### src/rtl/wat_defines.svh
// register offsets, field positions, reset values and timing counts
`ifndef WAT_DEFINES_SVH
`define WAT_DEFINES_SVH
`define WAT_OFF_CONTROL 12'h000
`define WAT_OFF_TALLY 12'h004
`define WAT_OFF_THRESHOLD 12'h008
`define WAT_OFF_PRESCALER 12'h00c
`define WAT_OFF_RATE_SEL 12'h010
`define WAT_OFF_SHORT_CTL 12'h014
`define WAT_OFF_SHORT_CNT 12'h018
`define WAT_OFF_HELD_LVL 12'h01c
`define WAT_OFF_HELD_SEL 12'h020
`define WAT_OFF_HELD_RST 12'h024
`define WAT_OFF_IRQ_STATUS 12'h028
`define WAT_OFF_IRQ_MASK 12'h02c
`define WAT_BIT_RUN 0
`define WAT_BIT_WAKE_GATE 6
`define WAT_RST_RUN 1'b1
`define WAT_RST_WAKE_GATE 1'b0
`define WAT_RST_TALLY 28'h0000000
`define WAT_RST_THRESHOLD 28'h0ffffff
`define WAT_RST_PRESCALER 15'h0000
`define WAT_PRESCALER_WRAP 15'h7fff
`define WAT_MCLK_HZ 20000000
`define WAT_SLOW_HZ 32768
`define WAT_IRQ_ALARM 0
`define WAT_IRQ_WAKE 1
`define WAT_IRQ_TICK 2
`endif

### src/rtl/wat_pkg.sv
// shared types of the week alarm timer core
package wat_pkg;
  typedef logic [27:0] wat_tally_type;
  typedef logic [14:0] wat_presc_type;
  typedef logic [2:0] wat_irq_type;
endpackage : wat_pkg

### src/rtl/wat_core.sv
// week alarm timer core with apb register slave
//
// Added by the designer: the APB interface to the registers.
`timescale 1ns/1ps
`include "wat_defines.svh"
module wat_core #(
  parameter int SLOW_HZ = `WAT_SLOW_HZ,
  parameter int MCLK_HZ = `WAT_MCLK_HZ
) (
  input wire logic mclk_i,
  input wire logic rst_i,
  input wire logic psel_i,
  input wire logic penable_i,
  input wire logic pwrite_i,
  input wire logic [11:0] paddr_i,
  input wire logic [31:0] pwdata_i,
  output logic [31:0] prdata_o,
  output logic pready_o,
  output logic pslverr_o,
  output logic alarm_o,
  output logic wake_o,
  output logic weekly_wake_o,
  output logic irq_o,
  output wat_pkg::wat_tally_type tally_o
);
  import wat_pkg::*;

  // ==========================================================
  // parameter checks
  // the fractional divider needs at least two main clocks per slow pulse
  if (SLOW_HZ <= 0)
  begin : g_bad_slow
    $error("wat_core: slow rate must be positive");
  end
  if (MCLK_HZ < 2 * SLOW_HZ)
  begin : g_bad_ratio
    $error("wat_core: main clock must be at least twice the slow rate");
  end
  // the accumulator sum must not overflow its 32 bits
  if (MCLK_HZ >= 32'h40000000)
  begin : g_bad_mclk
    $error("wat_core: main clock rate too large for the divider");
  end

  // ==========================================================
  // slow-rate enable: fractional divider keeps 32.768 khz exact on average
  localparam logic [31:0] ACC_STEP = 32'(SLOW_HZ);
  localparam logic [31:0] ACC_MOD = 32'(MCLK_HZ);
  logic [31:0] acc_reg;
  logic slow_en_reg;
  logic [31:0] acc_sum;
  assign acc_sum = acc_reg + ACC_STEP;
  // limitation: each slow pulse may be early or late by one main clock

  always_ff @(posedge mclk_i or posedge rst_i)
  begin
    if (rst_i)
      acc_reg <= 32'h00000000;
    else if (acc_sum >= ACC_MOD)
      acc_reg <= acc_sum - ACC_MOD;
    else
      acc_reg <= acc_sum;
  end

  always_ff @(posedge mclk_i or posedge rst_i)
  begin
    if (rst_i)
      slow_en_reg <= 1'b0;
    else if (acc_sum >= ACC_MOD)
      slow_en_reg <= 1'b1;
    else
      slow_en_reg <= 1'b0;
  end

  // ==========================================================
  // apb decode
  logic acc_ph;
  logic wr_en;
  logic [31:0] ctl_rd;
  logic [2:0] irq_status_reg;
  logic [2:0] irq_mask_reg;
  logic run_reg;
  logic gate_reg;
  wat_tally_type tally_reg;
  wat_tally_type thresh_reg;
  wat_presc_type presc_reg;
  wat_tally_type tally_wdata_reg;
  logic tally_wpend_reg;
  assign acc_ph = psel_i & penable_i;
  assign wr_en = acc_ph & pwrite_i;

  // ==========================================================
  // per-register write strobes; a full 12-bit match so aliases never hit
  logic wr_ctl;
  logic wr_tally;
  logic wr_thresh;
  logic wr_status;
  logic wr_mask;
  assign wr_ctl = wr_en & (paddr_i == `WAT_OFF_CONTROL);
  assign wr_tally = wr_en & (paddr_i == `WAT_OFF_TALLY);
  assign wr_thresh = wr_en & (paddr_i == `WAT_OFF_THRESHOLD);
  assign wr_status = wr_en & (paddr_i == `WAT_OFF_IRQ_STATUS);
  assign wr_mask = wr_en & (paddr_i == `WAT_OFF_IRQ_MASK);

  // ==========================================================
  // control and threshold registers
  always_ff @(posedge mclk_i or posedge rst_i)
  begin
    if (rst_i)
      run_reg <= `WAT_RST_RUN;
    else if (wr_ctl)
      run_reg <= pwdata_i[`WAT_BIT_RUN];
  end

  always_ff @(posedge mclk_i or posedge rst_i)
  begin
    if (rst_i)
      gate_reg <= `WAT_RST_WAKE_GATE;
    else if (wr_ctl)
      gate_reg <= pwdata_i[`WAT_BIT_WAKE_GATE];
  end

  always_ff @(posedge mclk_i or posedge rst_i)
  begin
    if (rst_i)
      thresh_reg <= `WAT_RST_THRESHOLD;
    else if (wr_thresh)
      thresh_reg <= pwdata_i[27:0];
  end

  // ==========================================================
  // prescaler and tick
  logic tick;
  assign tick = run_reg & slow_en_reg & (presc_reg == `WAT_PRESCALER_WRAP);
  always_ff @(posedge mclk_i or posedge rst_i)
  begin
    if (rst_i)
      presc_reg <= `WAT_RST_PRESCALER;
    else if (!run_reg)
      presc_reg <= `WAT_RST_PRESCALER;
    else if (slow_en_reg)
      presc_reg <= presc_reg + 15'h0001; // wraps 7fff to 0
  end

  // ==========================================================
  // seconds tally; a written value waits for the next slow edge so it
  // lands inside two slow cycles, well within the one second allowed
  always_ff @(posedge mclk_i or posedge rst_i)
  begin
    if (rst_i)
      tally_wpend_reg <= 1'b0;
    else if (wr_tally)
      tally_wpend_reg <= 1'b1;
    else if (slow_en_reg)
      tally_wpend_reg <= 1'b0;
  end

  // the last write before the slow edge wins
  always_ff @(posedge mclk_i or posedge rst_i)
  begin
    if (rst_i)
      tally_wdata_reg <= `WAT_RST_TALLY;
    else if (wr_tally)
      tally_wdata_reg <= pwdata_i[27:0];
  end

  // a tick that meets a pending load is dropped: the written value rules

  always_ff @(posedge mclk_i or posedge rst_i)
  begin
    if (rst_i)
      tally_reg <= `WAT_RST_TALLY;
    else if (slow_en_reg && tally_wpend_reg)
      tally_reg <= tally_wdata_reg;
    else if (tick)
      tally_reg <= tally_reg + 28'h0000001;
  end

  // ==========================================================
  // alarm, wake and interrupt
  logic reached;
  assign reached = run_reg & (tally_reg >= thresh_reg);
  // registered outputs, one flop per pin so none glitches toward the rail
  always_ff @(posedge mclk_i or posedge rst_i)
  begin
    if (rst_i)
      alarm_o <= 1'b0;
    else
      alarm_o <= reached;
  end

  always_ff @(posedge mclk_i or posedge rst_i)
  begin
    if (rst_i)
      wake_o <= 1'b0;
    else
      wake_o <= reached & gate_reg;
  end

  always_ff @(posedge mclk_i or posedge rst_i)
  begin
    if (rst_i)
      weekly_wake_o <= 1'b0;
    else
      weekly_wake_o <= reached & gate_reg;
  end

  always_ff @(posedge mclk_i or posedge rst_i)
  begin
    if (rst_i)
      tally_o <= `WAT_RST_TALLY;
    else
      tally_o <= tally_reg;
  end

  logic [2:0] irq_ev;
  always_comb
  begin
    irq_ev = 3'h0;
    irq_ev[`WAT_IRQ_ALARM] = reached;
    irq_ev[`WAT_IRQ_WAKE] = reached & gate_reg;
    irq_ev[`WAT_IRQ_TICK] = tick;
  end

  // ==========================================================
  // interrupt status and mask
  // set wins over a write-one clear in the same cycle
  always_ff @(posedge mclk_i or posedge rst_i)
  begin
    if (rst_i)
      irq_status_reg <= 3'h0;
    else if (wr_status)
      irq_status_reg <= (irq_status_reg & ~pwdata_i[2:0]) | irq_ev;
    else
      irq_status_reg <= irq_status_reg | irq_ev;
  end

  always_ff @(posedge mclk_i or posedge rst_i)
  begin
    if (rst_i)
      irq_mask_reg <= 3'h0;
    else if (wr_mask)
      irq_mask_reg <= pwdata_i[2:0];
  end

  always_ff @(posedge mclk_i or posedge rst_i)
  begin
    if (rst_i)
      irq_o <= 1'b0;
    else
      irq_o <= |(irq_status_reg & irq_mask_reg);
  end

  // ==========================================================
  // read path: no wait state, data registered with pready
  always_comb
  begin
    ctl_rd = 32'h00000000;
    ctl_rd[`WAT_BIT_RUN] = run_reg;
    ctl_rd[`WAT_BIT_WAKE_GATE] = gate_reg;
  end

  // ==========================================================
  // read mux; registers outside this block read zero, writes ignored
  logic [31:0] rd_next;
  logic known;
  always_comb
  begin
    rd_next = 32'h00000000;
    known = 1'b1;
    case (paddr_i)
      `WAT_OFF_CONTROL:
      begin
        rd_next = ctl_rd;
      end
      `WAT_OFF_TALLY:
      begin
        rd_next = {4'h0, tally_reg};
      end
      `WAT_OFF_THRESHOLD:
      begin
        rd_next = {4'h0, thresh_reg};
      end
      `WAT_OFF_PRESCALER:
      begin
        rd_next = {17'h00000, presc_reg};
      end
      `WAT_OFF_RATE_SEL:
      begin
        rd_next = 32'h00000000;
      end
      `WAT_OFF_SHORT_CTL:
      begin
        rd_next = 32'h00000000;
      end
      `WAT_OFF_SHORT_CNT:
      begin
        rd_next = 32'h00000000;
      end
      `WAT_OFF_HELD_LVL:
      begin
        rd_next = 32'h00000000;
      end
      `WAT_OFF_HELD_SEL:
      begin
        rd_next = 32'h00000000;
      end
      `WAT_OFF_HELD_RST:
      begin
        rd_next = 32'h00000000;
      end
      `WAT_OFF_IRQ_STATUS:
      begin
        rd_next = {29'h00000000, irq_status_reg};
      end
      `WAT_OFF_IRQ_MASK:
      begin
        rd_next = {29'h00000000, irq_mask_reg};
      end
      default:
      begin
        known = 1'b0;
      end
    endcase
  end

  // the answer is built in setup, so the access phase has no wait state
  logic setup_ph;
  assign setup_ph = psel_i & ~penable_i;

  always_ff @(posedge mclk_i or posedge rst_i)
  begin
    if (rst_i)
      pready_o <= 1'b0;
    else if (setup_ph)
      pready_o <= 1'b1;
    else
      pready_o <= 1'b0;
  end

  always_ff @(posedge mclk_i or posedge rst_i)
  begin
    if (rst_i)
      pslverr_o <= 1'b0;
    else if (setup_ph)
      pslverr_o <= ~known;
    else
      pslverr_o <= 1'b0;
  end

  always_ff @(posedge mclk_i or posedge rst_i)
  begin
    if (rst_i)
      prdata_o <= 32'h00000000;
    else if (setup_ph)
      prdata_o <= pwrite_i ? 32'h00000000 : rd_next;
    else
      prdata_o <= 32'h00000000;
  end
endmodule : wat_core

### config.mk
export PLATFORM = sky130hd
export DESIGN_NAME = wat_core
export DESIGN_NICKNAME = d
export VERILOG_FILES = /design/src/rtl/wat_pkg.sv /design/src/rtl/wat_core.sv
export VERILOG_INCLUDE_DIRS = /design/src /design/src/rtl
export SDC_FILE = /design/constraint.sdc
export NUM_CORES = 1
export LEC_CHECK = 0
export BUFFER_PORTS_ARGS = -buffer_cell sky130_fd_sc_hd__buf_2
export CAP_MARGIN = 20
export CORE_MARGIN = 2
export CORE_UTILIZATION = 49
export DETAILED_ROUTE_END_ITERATION = 10
export PLACE_DENSITY = 0.67
export REMOVE_ABC_BUFFERS = 1
export SYNTH_ARGS = -nofsm -noshare
export SYNTH_HDL_FRONTEND = slang
export SYNTH_SLANG_ARGS = --single-unit
### constraint.sdc
create_clock -name mclk_i -period 10.2 [get_ports mclk_i]
set_input_delay 0.51 -clock mclk_i [delete_from_list [all_inputs] [get_ports mclk_i]]
set_output_delay 0.51 -clock mclk_i [all_outputs]
set_load 0.02 [all_outputs]
==> summary.md, run 1 <==
| Metric | Value |
|---|---|
| First-pass GRT wire length | `34120 um` |
| Register area share after synthesis | `0.5194` |
| Fmax | `314.8 MHz` |
| R2r startpoint | `acc_reg[15]$_DFF_PP0_` |
| Vias in the first global route | `6660` |
| Initial Utilization | `0.5012` |
| WL/cell | `16.68 um` |
| Core area | `18770 sq um` |
| Post-synth cell types | `67` |
| Final setup vio count | `0` |
| GPL Wtd Cong | `0.8299` |
| Worst setup path category | `reg2reg` |
| Top cell type by total area after synthesis | `dfrtp_1` |
| Status | `finished clean` |
| Crit path launch type | `register` |
| Reg-to-Reg End | `acc_reg[26]$_DFF_PP0_` |
| Period minus WS final | `3.177 ns` |
| Final net count | `1069` |
| Met3 WL post-DR | `1098 um` |
| Routed Antenna Nets | `0` |
| Metal2 WL | `10060 um` |
| Commonest cells in the netlist | `dfrtp_1, nand2_1, nor2_1, o21ai_0, inv_1` |
| Critical Path Sink Type | `register` |
| FF+latch count, synth | `194` |
| Synth async-reset ratio | `1.000` |
| Synth top area cells | `dfrtp_1, dfstp_2, ha_1, nand2_1, xnor2_1` |
| Clock Sinks | `194` |
| Total CTS buffers | `17` |
| M1 wire length | `9034 um` |
| Worst-path fanout max | `14` |
| H-tree Lvls | `4` |
| Post-CTS Hold Fix Bufs | `0` |
| Fraction of layout cells with a size suffix above 1 | `0.2214` |
| Die W | `142.6 um` |
| Setup Skew | `0.01374 ns` |
| Mapped Cells | `897` |
| Hold Crit Class | `in2async` |
| Total of max-cap violations | `0` |
| Layout fillers | `1618` |
| Iter 0 DRT Violations | `464` |
| Buffers on Ports | `106` |
| Rel. slew slack | `0.3633` |
| PD cells | `138.8 nW/um^2` |
| Clk buf depth | `2` |
| Die height | `142.6 um` |
| Final wirelength | `20580 um` |
| Via count | `6786` |
| FP Rows | `50` |
| Grt total ovfl | `0` |
| Leakage power total | `5.309 nW` |
| RSZ-0062 raised after global routing | `no` |
| Crit path DAT | `3.49 ns` |
| Setup TNS | `0 ns` |
| Main synth FF type | `dfrtp_1` |
| Mapped Area | `9407 sq um` |
| Fin. max-slew vios | `0` |
| Max VDD drop | `0.1226 mV` |
| Worst r2r path cells | `10` |
| Clock Latency Late Sink | `0.44 ns` |
| CP required | `10.52 ns` |
| Worst-Margin Slew | `0.9551 ns` |
| Synth top area share | `0.4496` |
| Top Metal Used | `met5` |
| Synth warn | `0` |
| Mapped Avg Cell Area | `10.49 sq um` |
| Initial DRT Pass Iterations | `5` |
| Post-cts repair resize count | `0` |
| Final Hold Vio Count | `0` |
| Largest net degree at the start of global routing | `116` |
| Count leader, synth | `dfrtp_1` |
| DP Wirelength | `13790 um` |
| Syn-to-layout area delta | `13.75%` |
| Worst Setup EP | `acc_reg[26]$_DFF_PP0_` |
| Total power draw | `1.485 mW` |
| Setup crit start | `acc_reg[15]$_DFF_PP0_` |
| Residual DRC | `0` |
| Postcts setup bufs | `0` |
| Via/cell ratio | `5.499` |
| Total track usage | `0.2142` |
| CTS tree | `built` |
| Clock-pin slew on the worst setup and hold paths | `0.08 ns` |
| Initial antenna violation count | `2` |
| IO Pins | `115` |
| Reg-to-reg slack, setup | `7.02 ns` |
| Number of flops mapped to enable cells by yosys | `0` |
| Root Buffer | `clkbuf_16` |
| Share of the clock period used by the worst path | `0.3115` |
| Die area | `20320 sq um` |
| Final Util | `0.5701` |
worst min-delay path by stage:
stage                              startpoint                      end  slack (ns)
floorplan           tally_reg[27]$_DFFE_PP0P_    tally_o[27]$_DFF_PP0_        0.42
global placement    tally_reg[27]$_DFFE_PP0P_    tally_o[27]$_DFF_PP0_        0.45
detailed placement  tally_reg[27]$_DFFE_PP0P_    tally_o[27]$_DFF_PP0_        0.45
CTS                                     rst_i  acc_reg[10]$_DFFE_PP0P_        0.26
global route                            rst_i  acc_reg[10]$_DFFE_PP0P_        0.28
finish                                  rst_i  acc_reg[10]$_DFFE_PP0P_        0.18
critical path, stage by stage, from the launching register on:
cell and delay (ns):
dfrtp_1 0.56, inv_1 0.14, ha_1 0.35, nor2_1 0.13
nand3_1 0.08, nor4_1 0.30, o21ai_1 0.18, a211oi_4 0.62
buf_4 0.36, o221ai_1 0.15, o2bb2ai_1 0.17
per-stage QoR:
step	hold WS (ns)	cells	worst slack [ns]	cell area [sq um]
6_report	0.1777	1234	7.023	10700
5_1_grt	0.2846	1232	6.815	10700
4_1_cts	0.2565	1232	7.034	10700
3_5_place_dp	0.4483	1200	7.055	10080
3_3_place_gp	0.4484	1200	7.042	10080
2_1_floorplan	0.4177	852	4.447	9165
layout make-up:
class / count / area, sq um / area share
well taps: 234 / 292.8 / 0.02736
flip-flops and latches: 194 / 4886 / 0.4566
repair buffers: 114 / 590.6 / 0.05519
inverters: 43 / 168.9 / 0.01579
clock inverters: 15 / 185.2 / 0.01731
clock buffers: 17 / 425.4 / 0.03976
diodes: 2 / 5.005 / 0.0004677
multi-input cells: 615 / 4146 / 0.3875
logic make-up (layout without fill, tap and decap cells):
group                    Yosys count  in the layout  synth area share
AND/OR/NAND/NOR                  277            277            0.1434
flip-flops                       194            194            0.5194
AO/OA/AOI/OAI                    190            190            0.1361
buffers and inverters             91            189           0.04403
XOR/XNOR                          75             75           0.06983
adder cells (fa/ha/maj)           35             35           0.04655
multiplexers                      34             34           0.04030
other                              1              6         0.0003987
cells in the final DEF, fill, tap and decap left out, types with 4 or more instances in the layout:
master	n
a211o_1	4
a21o_1	11
a21oi_1	17
a222oi_1	13
a22oi_1	20
and2_1	5
and3_1	15
buf_2	106
buf_4	8
clkbuf_16	17
conb_1	4
dfrtp_1	169
dfstp_2	25
ha_1	35
inv_1	42
inv_8	6
mux2_1	15
mux2_2	16
nand2_1	96
nand2b_1	4
nand3_1	28
nand4_1	22
nor2_1	62
nor3_1	6
nor4_1	8
o211ai_1	4
o21ai_0	62
o21ai_1	19
o21ai_2	10
or3_1	5
xnor2_1	39
xor2_1	36
where the power goes:
| group | switching (mW) | internal, mW |
|---|---|---|
| clock | 0.328 | 0.353 |
| combinational | 0.0245 | 0.00881 |
| sequential | 0.000385 | 0.770 |
metal layers:
metal,vias to the layer above,global-route usage
met5,-,0
met4,2,0.06983
met3,29,0.04004
met2,176,0.3522
met1,3261,0.2879
li1,3318,-
(Power assumes the default switching activity.)
==> run 2, diff against run 1 <==
PLACE_DENSITY = 0.7   (was 0.67)
clock period = 2.6 ns   (was 10.2 ns; I/O delays follow)
==> run 2 against run 1 <==
Combinational power increased to 5.3 times the previous value. Critical endpoint is now irq_status_reg[0]$_DFF_PP0_. Largest power group unchanged. Power increased to 4.0 times the previous value. Maximum frequency increased by 27%. Highest routed layer is now met4. Non-clock buffer count increased by 74. Sequential share of layout area decreased by 2.9 points. Utilization increased by 3.8 points. Hold slack got worse by 0.14 ns. Die area unchanged. Via count increased by 5.6%. Global-route usage increased by 1.0 points. Clock-buffer cell count increased by 4. Worst setup slack got worse by 6.9 ns.
==> summary.md, run 2 (synthesis results as in run 1) <==
| Metric | Value |
|---|---|
| DP Wirelength | `15030 um (was 13790 um)` |
| Post-route design area | `11420 sq um (was 10700 sq um)` |
| Die W | `142.6 um (unchanged)` |
| Die height | `142.6 um (unchanged)` |
| Rel. slew slack | `0.5478 (was 0.3633)` |
| Crit path DAT | `2.79 ns (was 3.49 ns)` |
| Total power draw | `5.885 mW (was 1.485 mW)` |
| Worst path slowest cell | `dfstp_2 (was a211oi_4)` |
| Worst-Margin Slew | `0.6764 ns (was 0.9551 ns)` |
| Period minus WS final | `2.498 ns (was 3.177 ns)` |
| Total CTS buffers | `17 (unchanged)` |
| Critical Path Max Stage Delay | `0.53 ns (was 0.62 ns)` |
| Layout fillers | `1516 (was 1618)` |
| Final wirelength | `21860 um (was 20580 um)` |
| Core area | `18770 sq um (unchanged)` |
| CP required | `2.89 ns (was 10.52 ns)` |
| FP Rows | `50 (unchanged)` |
| Hold Crit Class | `in2reg (was in2async)` |
| Largest net degree at the start of global routing | `92 (was 116)` |
| Clock Latency Late Sink | `0.43 ns (was 0.44 ns)` |
| Buffers on Ports | `106 (unchanged)` |
| Max VDD drop | `0.4117 mV (was 0.1226 mV)` |
| Cell Count, Final, Fillers Out | `1306 (was 1234)` |
| Root Buffer | `clkbuf_16 (unchanged)` |
| Worst-path fanout max | `4 (was 14)` |
| Antenna Cells | `0 (was 2)` |
| Final net count | `1143 (was 1069)` |
| Clk buf depth | `2 (unchanged)` |
| IO Pins | `115 (unchanged)` |
| Syn-to-layout area delta | `21.38% (was 13.75%)` |
| H-tree Lvls | `4 (unchanged)` |
| Via/cell ratio | `5.489 (was 5.499)` |
| PD cells | `515.5 nW/um^2 (was 138.8 nW/um^2)` |
| Final setup vio count | `0 (unchanged)` |
| Fin. max-slew vios | `0 (unchanged)` |
| Clock-pin slew on the worst setup and hold paths | `0.07 ns (was 0.08 ns)` |
| Commonest cells after routing, fill and taps aside | `dfrtp_1, buf_2, nand2_1 (unchanged)` |
| Die area | `20320 sq um (unchanged)` |
| GPL Wtd Cong | `0.8651 (was 0.8299)` |
| Total of max-cap violations | `0 (unchanged)` |
| Share of the clock period used by the worst path | `0.9607 (was 0.3115)` |
| Residual DRC | `0 (unchanged)` |
| Crit path launch type | `register (unchanged)` |
| DP Cell Count | `1240 (was 1200)` |
| Leakage power total | `5.677 nW (was 5.309 nW)` |
| CTS tree | `built (unchanged)` |
| Commonest non-fill, non-tap cell in the layout | `dfrtp_1 (unchanged)` |
| Critical Path Sink Type | `register (unchanged)` |
| Iter 0 DRT Violations | `437 (was 464)` |
| Fmax | `400.4 MHz (was 314.8 MHz)` |
| Placed Instance Area | `10440 sq um (was 10080 sq um)` |
| Status | `finished clean (unchanged)` |
| Initial antenna violation count | `0 (was 2)` |
| Total track usage | `0.2246 (was 0.2142)` |
| Clock Sinks | `194 (unchanged)` |
| Initial Utilization | `0.5012 (unchanged)` |
| Grt total ovfl | `0 (unchanged)` |
| Final Hold Vio Count | `0 (unchanged)` |
| Routed Antenna Nets | `0 (unchanged)` |
| Vias in the first global route | `7032 (was 6660)` |
| Via count | `7168 (was 6786)` |
| Fraction of layout cells with a size suffix above 1 | `0.2481 (was 0.2214)` |
| Initial DRT Pass Iterations | `6 (was 5)` |
| Worst setup path category | `reg2reg (unchanged)` |
| WL/cell | `16.74 um (was 16.68 um)` |
| Most numerous cell on the critical path | `a21o_1` |
| Setup Skew | `0.01025 ns (was 0.01374 ns)` |
| First-pass GRT wire length | `35670 um (was 34120 um)` |
| Crit-path cells | `inv_1 > ha_1 > a21o_1 > a21o_1 > a211oi_1 > o211ai_1 > a41oi_1 > o21a_1 > o21ai_0 (was inv_1 > ha_1 > nor2_1 > nand3_1 > nor4_1 > o21ai_1 > a211oi_4 > buf_4 > o221ai_1 > o2bb2ai_1)` |
-- run 2: changes by cell type in the layout (fill, tap and decap cells not counted), sizes merged --
cell | before | now
clkinv | 5 | 2
clkbuf | 17 | 21
diode | 2 | 0
dlygate4sd3 | 0 | 33
buf | 114 | 155
bufinv | 1 | 2
inv | 50 | 48
-- run 2: worst paths after layout --
kind,startpoint,cells after the start,to,slack [ns]
max,thresh_reg[9]$_DFFE_PP1P_,9,irq_status_reg[0]$_DFF_PP0_,0.10
min,penable_i,3,pready_o$_DFF_PP0_,0.03
max reg2reg,thresh_reg[9]$_DFFE_PP1P_,9,irq_status_reg[0]$_DFF_PP0_,0.10
min reg2reg,tally_reg[27]$_DFFE_PP0P_,0,tally_o[27]$_DFF_PP0_,0.47
max in group asynchronous,rst_i,4,thresh_reg[4]$_DFFE_PP1P_,1.50
min in group asynchronous,rst_i,3,tally_wdata_reg[9]$_DFFE_PP0P_,0.34
-- run 2: cell type report --
| cell class | instances | area [sq um] | share of cell area |
|---|---|---|---|
| clock inverter | 11 | 138.9 | 0.01216 |
| timing repair buffer | 188 | 1291 | 0.1131 |
| tap | 234 | 292.8 | 0.02564 |
| sequential | 194 | 4886 | 0.4279 |
| clock buffer | 21 | 470.5 | 0.04121 |
| inverter | 43 | 168.9 | 0.01479 |
| multi-input combinational | 615 | 4169 | 0.3652 |
-- run 2: stage by stage --
step	utilization	hold WS (ns)	setup WS [ns]	setup TNS, ns
after floorplan	-	0.2240	-2.773	-513.91
after global placement	0.5564	0.2840	0.09251	0
after detailed placement	0.5564	0.2870	0.03767	0
after CTS	0.6067	0.01961	0.1050	0
after global routing	0.6083	0.07258	-0.01619	-0.01894
final	0.6083	0.03349	0.1023	0
-- run 2: layer usage --
layer | routed length [um] | GRT usage
met5 | 0 | 0
met2 | 11010 | 0.3887
met3 | 933 | 0.03903
met1 | 9344 | 0.2801
met4 | 574 | 0.08911
-- run 2: power by group --
group	switching [mW]	leakage [nW]	internal, mW
Combinational	0.106	2.82	0.0722
Clock	1.16	0.293	1.52
Sequential	0.00141	2.57	3.02
Total	1.27	5.68	4.61
-- run 2: worst max-delay path: cells and delay by family, from the launching register on --
family	cells	cell delay (ns)
buf+inv	1	0.05
compound gates	7	1.49
fa+ha+maj	1	0.29
flops	1	0.53
-- run 2: what timing repair did --
| action | CTS | global route |
|---|---|---|
| pin swaps | 0 | 3 |
| endpoints found under the setup margin | 6 | 20 |
| gates resized for setup | 1 | 5 |
| hold endpoints to repair | 132 | 0 |
| hold buffers | 33 | 0 |
| setup buffers | 0 | 1 |
==> run 3, diff against run 2 <==
--- a/config.mk
+++ b/config.mk
@@ -14,2 +14,3 @@
 export PLACE_DENSITY = 0.7
+export RECOVER_POWER = 25
 export REMOVE_ABC_BUFFERS = 1
==> constraint.sdc (replaced) <==
create_clock -name mclk_i -period 2.6 [get_ports mclk_i]
set_input_delay 0.26 -clock mclk_i [delete_from_list [all_inputs] [get_ports mclk_i]]
set_output_delay 0.26 -clock mclk_i [all_outputs]
set_load 0.02 [all_outputs]
==> run 3 against run 2 <==
The flow now finishes with violations (capacitance limit, slew limit). First-iteration DRC count increased by 20%. Sequential power about the same. Via count decreased by 1.9%. Critical endpoint is now acc_reg[26]$_DFF_PP0_. Highest routed layer unchanged.
==> summary.md, run 3 (synthesis results as in run 1) <==
| Metric | Value |
|---|---|
| Crit path DAT | `2.81 ns (was 2.79 ns)` |
| Vias in the first global route | `6798 (was 7032)` |
| Commonest non-fill, non-tap cell in the layout | `dfrtp_1 (unchanged)` |
| Total track usage | `0.2182 (was 0.2246)` |
| Reg-to-reg slack, setup | `0.1 ns (was 0.10 ns)` |
| Clock Sinks | `194 (unchanged)` |
| Worst Min Path Start | `pwdata_i[3] (was penable_i)` |
| Flop pwr share | `0.521 (was 0.514)` |
| Worst setup path category | `reg2reg (unchanged)` |
| Setup Skew | `0.007020 ns (was 0.01025 ns)` |
| Initial Utilization | `0.5012 (unchanged)` |
| Period minus WS final | `2.500 ns (was 2.498 ns)` |
| Share of the clock period used by the worst path | `0.9617 (was 0.9607)` |
| Final Hold Vio Count | `0 (unchanged)` |
| Clk buf depth | `2 (unchanged)` |
| Final Util | `0.5979 (was 0.6083)` |
| Comb pwr share | `0.024 (was 0.030)` |
| Root Buffer | `clkbuf_16 (unchanged)` |
| Final wirelength | `21360 um (was 21860 um)` |
| Initial DRT Pass Iterations | `6 (unchanged)` |
| Syn-to-layout area delta | `19.29% (was 21.38%)` |
| Rel. slew slack | `-0.1993 (was 0.5478)` |
| PD cells | `517.2 nW/um^2 (was 515.5 nW/um^2)` |
| Setup crit start | `acc_reg[15]$_DFF_PP0_ (was thresh_reg[9]$_DFFE_PP1P_)` |
| Final net count | `1122 (was 1143)` |
| Grt total ovfl | `0 (unchanged)` |
| Worst path slowest cell | `dfrtp_1 (was dfstp_2)` |
| Min Hold Slack | `0.04119 ns (was 0.03349 ns)` |
| Initial antenna violation count | `2 (was 0)` |
| Critical Path Sink Type | `register (unchanged)` |
| Leakage power total | `5.574 nW (was 5.677 nW)` |
| Status | `finished with violations (was finished clean)` |
| GPL Wtd Cong | `0.8521 (was 0.8651)` |
| Fmax | `400.0 MHz (was 400.4 MHz)` |
| H-tree Lvls | `4 (unchanged)` |
| Total CTS buffers | `17 (unchanged)` |
| Setup TNS | `0 ns (unchanged)` |
| Final setup vio count | `0 (unchanged)` |
| WL/cell | `16.60 um (was 16.74 um)` |
| Via count | `7034 (was 7168)` |
| Fin. max-slew vios | `82 (was 0)` |
| CP required | `2.91 ns (was 2.89 ns)` |
| Max VDD drop | `0.5207 mV (was 0.4117 mV)` |
| Multi-input combinational cell area | `4218 sq um (was 4169 sq um)` |
| Buffers on Ports | `106 (unchanged)` |
| Crit-path cells | `buf_6 > inv_2 > ha_4 > nor2_1 > nand3_1 > nor4_4 > o21ai_2 > a211oi_4 > buf_4 > buf_6 > o221ai_1 > o2bb2ai_1 (was inv_1 > ha_1 > a21o_1 > a21o_1 > a211oi_1 > o211ai_1 > a41oi_1 > o21a_1 > o21ai_0)` |
| Core area | `18770 sq um (unchanged)` |
| Residual DRC | `0 (unchanged)` |
| Die W | `142.6 um (unchanged)` |
| Switching part of the total | `0.2200 (was 0.2162)` |
| Cell Int Power | `4.526 mW (was 4.613 mW)` |
| Hold Crit Class | `in2reg (unchanged)` |
| Fraction of layout cells with a size suffix above 1 | `0.2645 (was 0.2481)` |
| Routed Antenna Nets | `0 (unchanged)` |
| Die height | `142.6 um (unchanged)` |
| Clock Latency Late Sink | `0.43 ns (about the same)` |
| WP buf/inv | `4 (was 1)` |
| R2r startpoint | `acc_reg[15]$_DFF_PP0_ (was thresh_reg[9]$_DFFE_PP1P_)` |
| Critical Path Max Stage Delay | `0.39 ns (was 0.53 ns)` |
| Worst-Margin Slew | `1.799 ns (was 0.6764 ns)` |
| Worst-path fanout max | `10 (was 4)` |
| Violated checks | `capacitance limit, slew limit` |
| Clock power frac | `0.455 (was 0.456)` |
| Most numerous cell on the critical path | `buf_6 (was a21o_1)` |
| Via/cell ratio | `5.465 (was 5.489)` |
| Switch Pwr | `1.277 mW (was 1.272 mW)` |
| Register Area | `4886 sq um (unchanged)` |
| FP Rows | `50 (unchanged)` |
| Crit path launch type | `register (unchanged)` |
| CTS tree | `built (unchanged)` |
| Largest net degree at the start of global routing | `84 (was 92)` |
| Iter 0 DRT Violations | `525 (was 437)` |
| Total of max-cap violations | `1 (was 0)` |
| Clock-pin slew on the worst setup and hold paths | `0.07 ns (about the same)` |
| IO Pins | `115 (unchanged)` |
| Die area | `20320 sq um (unchanged)` |
| DP Wirelength | `15130 um (was 15030 um)` |
| Layout fillers | `1560 (was 1516)` |
| Commonest cells after routing, fill and taps aside | `dfrtp_1, buf_2, nand2_1 (unchanged)` |
| First-pass GRT wire length | `34580 um (was 35670 um)` |
| Cell family with most CP delay | `compound AO/OA/AOI/OAI gates (unchanged)` |
-- run 3: layout make-up --
type,instances,share of cell area
Sequential cell,194,0.4354
Clock inverter,13,0.01327
Tap cell,234,0.02609
Multi-Input combinational cell,615,0.3759
Inverter,43,0.01438
Timing Repair Buffer,167,0.09500
Clock buffer,19,0.03947
Antenna cell,2,0.0004460
-- run 3: path summary, 6_finish.rpt --
| kind | cells after the start | end |
|---|---|---|
| max | 12 | acc_reg[26]$_DFF_PP0_ |
| min reg2reg | 2 | tally_reg[11]$_DFFE_PP0P_ |
| max reg2reg | 12 | acc_reg[26]$_DFF_PP0_ |
| max in group asynchronous | 4 | acc_reg[30]$_DFF_PP0_ |
| min | 3 | thresh_reg[3]$_DFFE_PP1P_ |
| min in group asynchronous | 3 | tally_o[10]$_DFF_PP0_ |
-- run 3: layer usage --
layer / track usage / vias to the layer above / part of all wire
li1: - / 3415 / -
met1: 0.2805 / 3417 / 0.43
met2: 0.3704 / 169 / 0.50
met3: 0.04071 / 33 / 0.046
met4: 0.07712 / 0 / 0.020
met5: 0 / - / 0
-- run 3: power by group through the flow --
stage | Clock (mW) | Sequential (mW) | Combinational (mW)
2_1_floorplan | 0 | 3.08 | 0.0614
3_3_place_gp | 0 | 3.08 | 0.143
3_5_place_dp | 0 | 3.08 | 0.144
4_1_cts | 2.68 | 3.02 | 0.146
5_1_grt | 2.82 | 3.02 | 0.159
6_report | 2.64 | 3.02 | 0.139
-- run 3: timing repair --
action / in CTS / in global routing
hold buffers: 1 / 0
gates resized for setup: 1 / 16
cloned: 0 / 1
pin swaps: 0 / 7
buffers inserted: 0 / 4
hold endpoints to repair: 65 / 0
endpoints found under the setup margin: 5 / 23
-- run 3: tightest hold or removal path, stage by stage --
cell and delay [ns]:
buf_2 0.11, nand2_1 0.05, o21ai_1 0.05
-- run 3: stage by stage --
stage / total power, mW / std cells / setup WS (ns) / area, sq um
global placement: 3.223 / 1247 / 0.03597 / 10500
global route: 5.998 / 1285 / -0.05067 / 11220
finish: 5.803 / 1287 / 0.09969 / 11220
floorplan: 3.144 / 852 / -2.903 / 9165
CTS: 5.851 / 1280 / 0.01248 / 11100
detailed placement: 3.224 / 1247 / 0.008070 / 10500
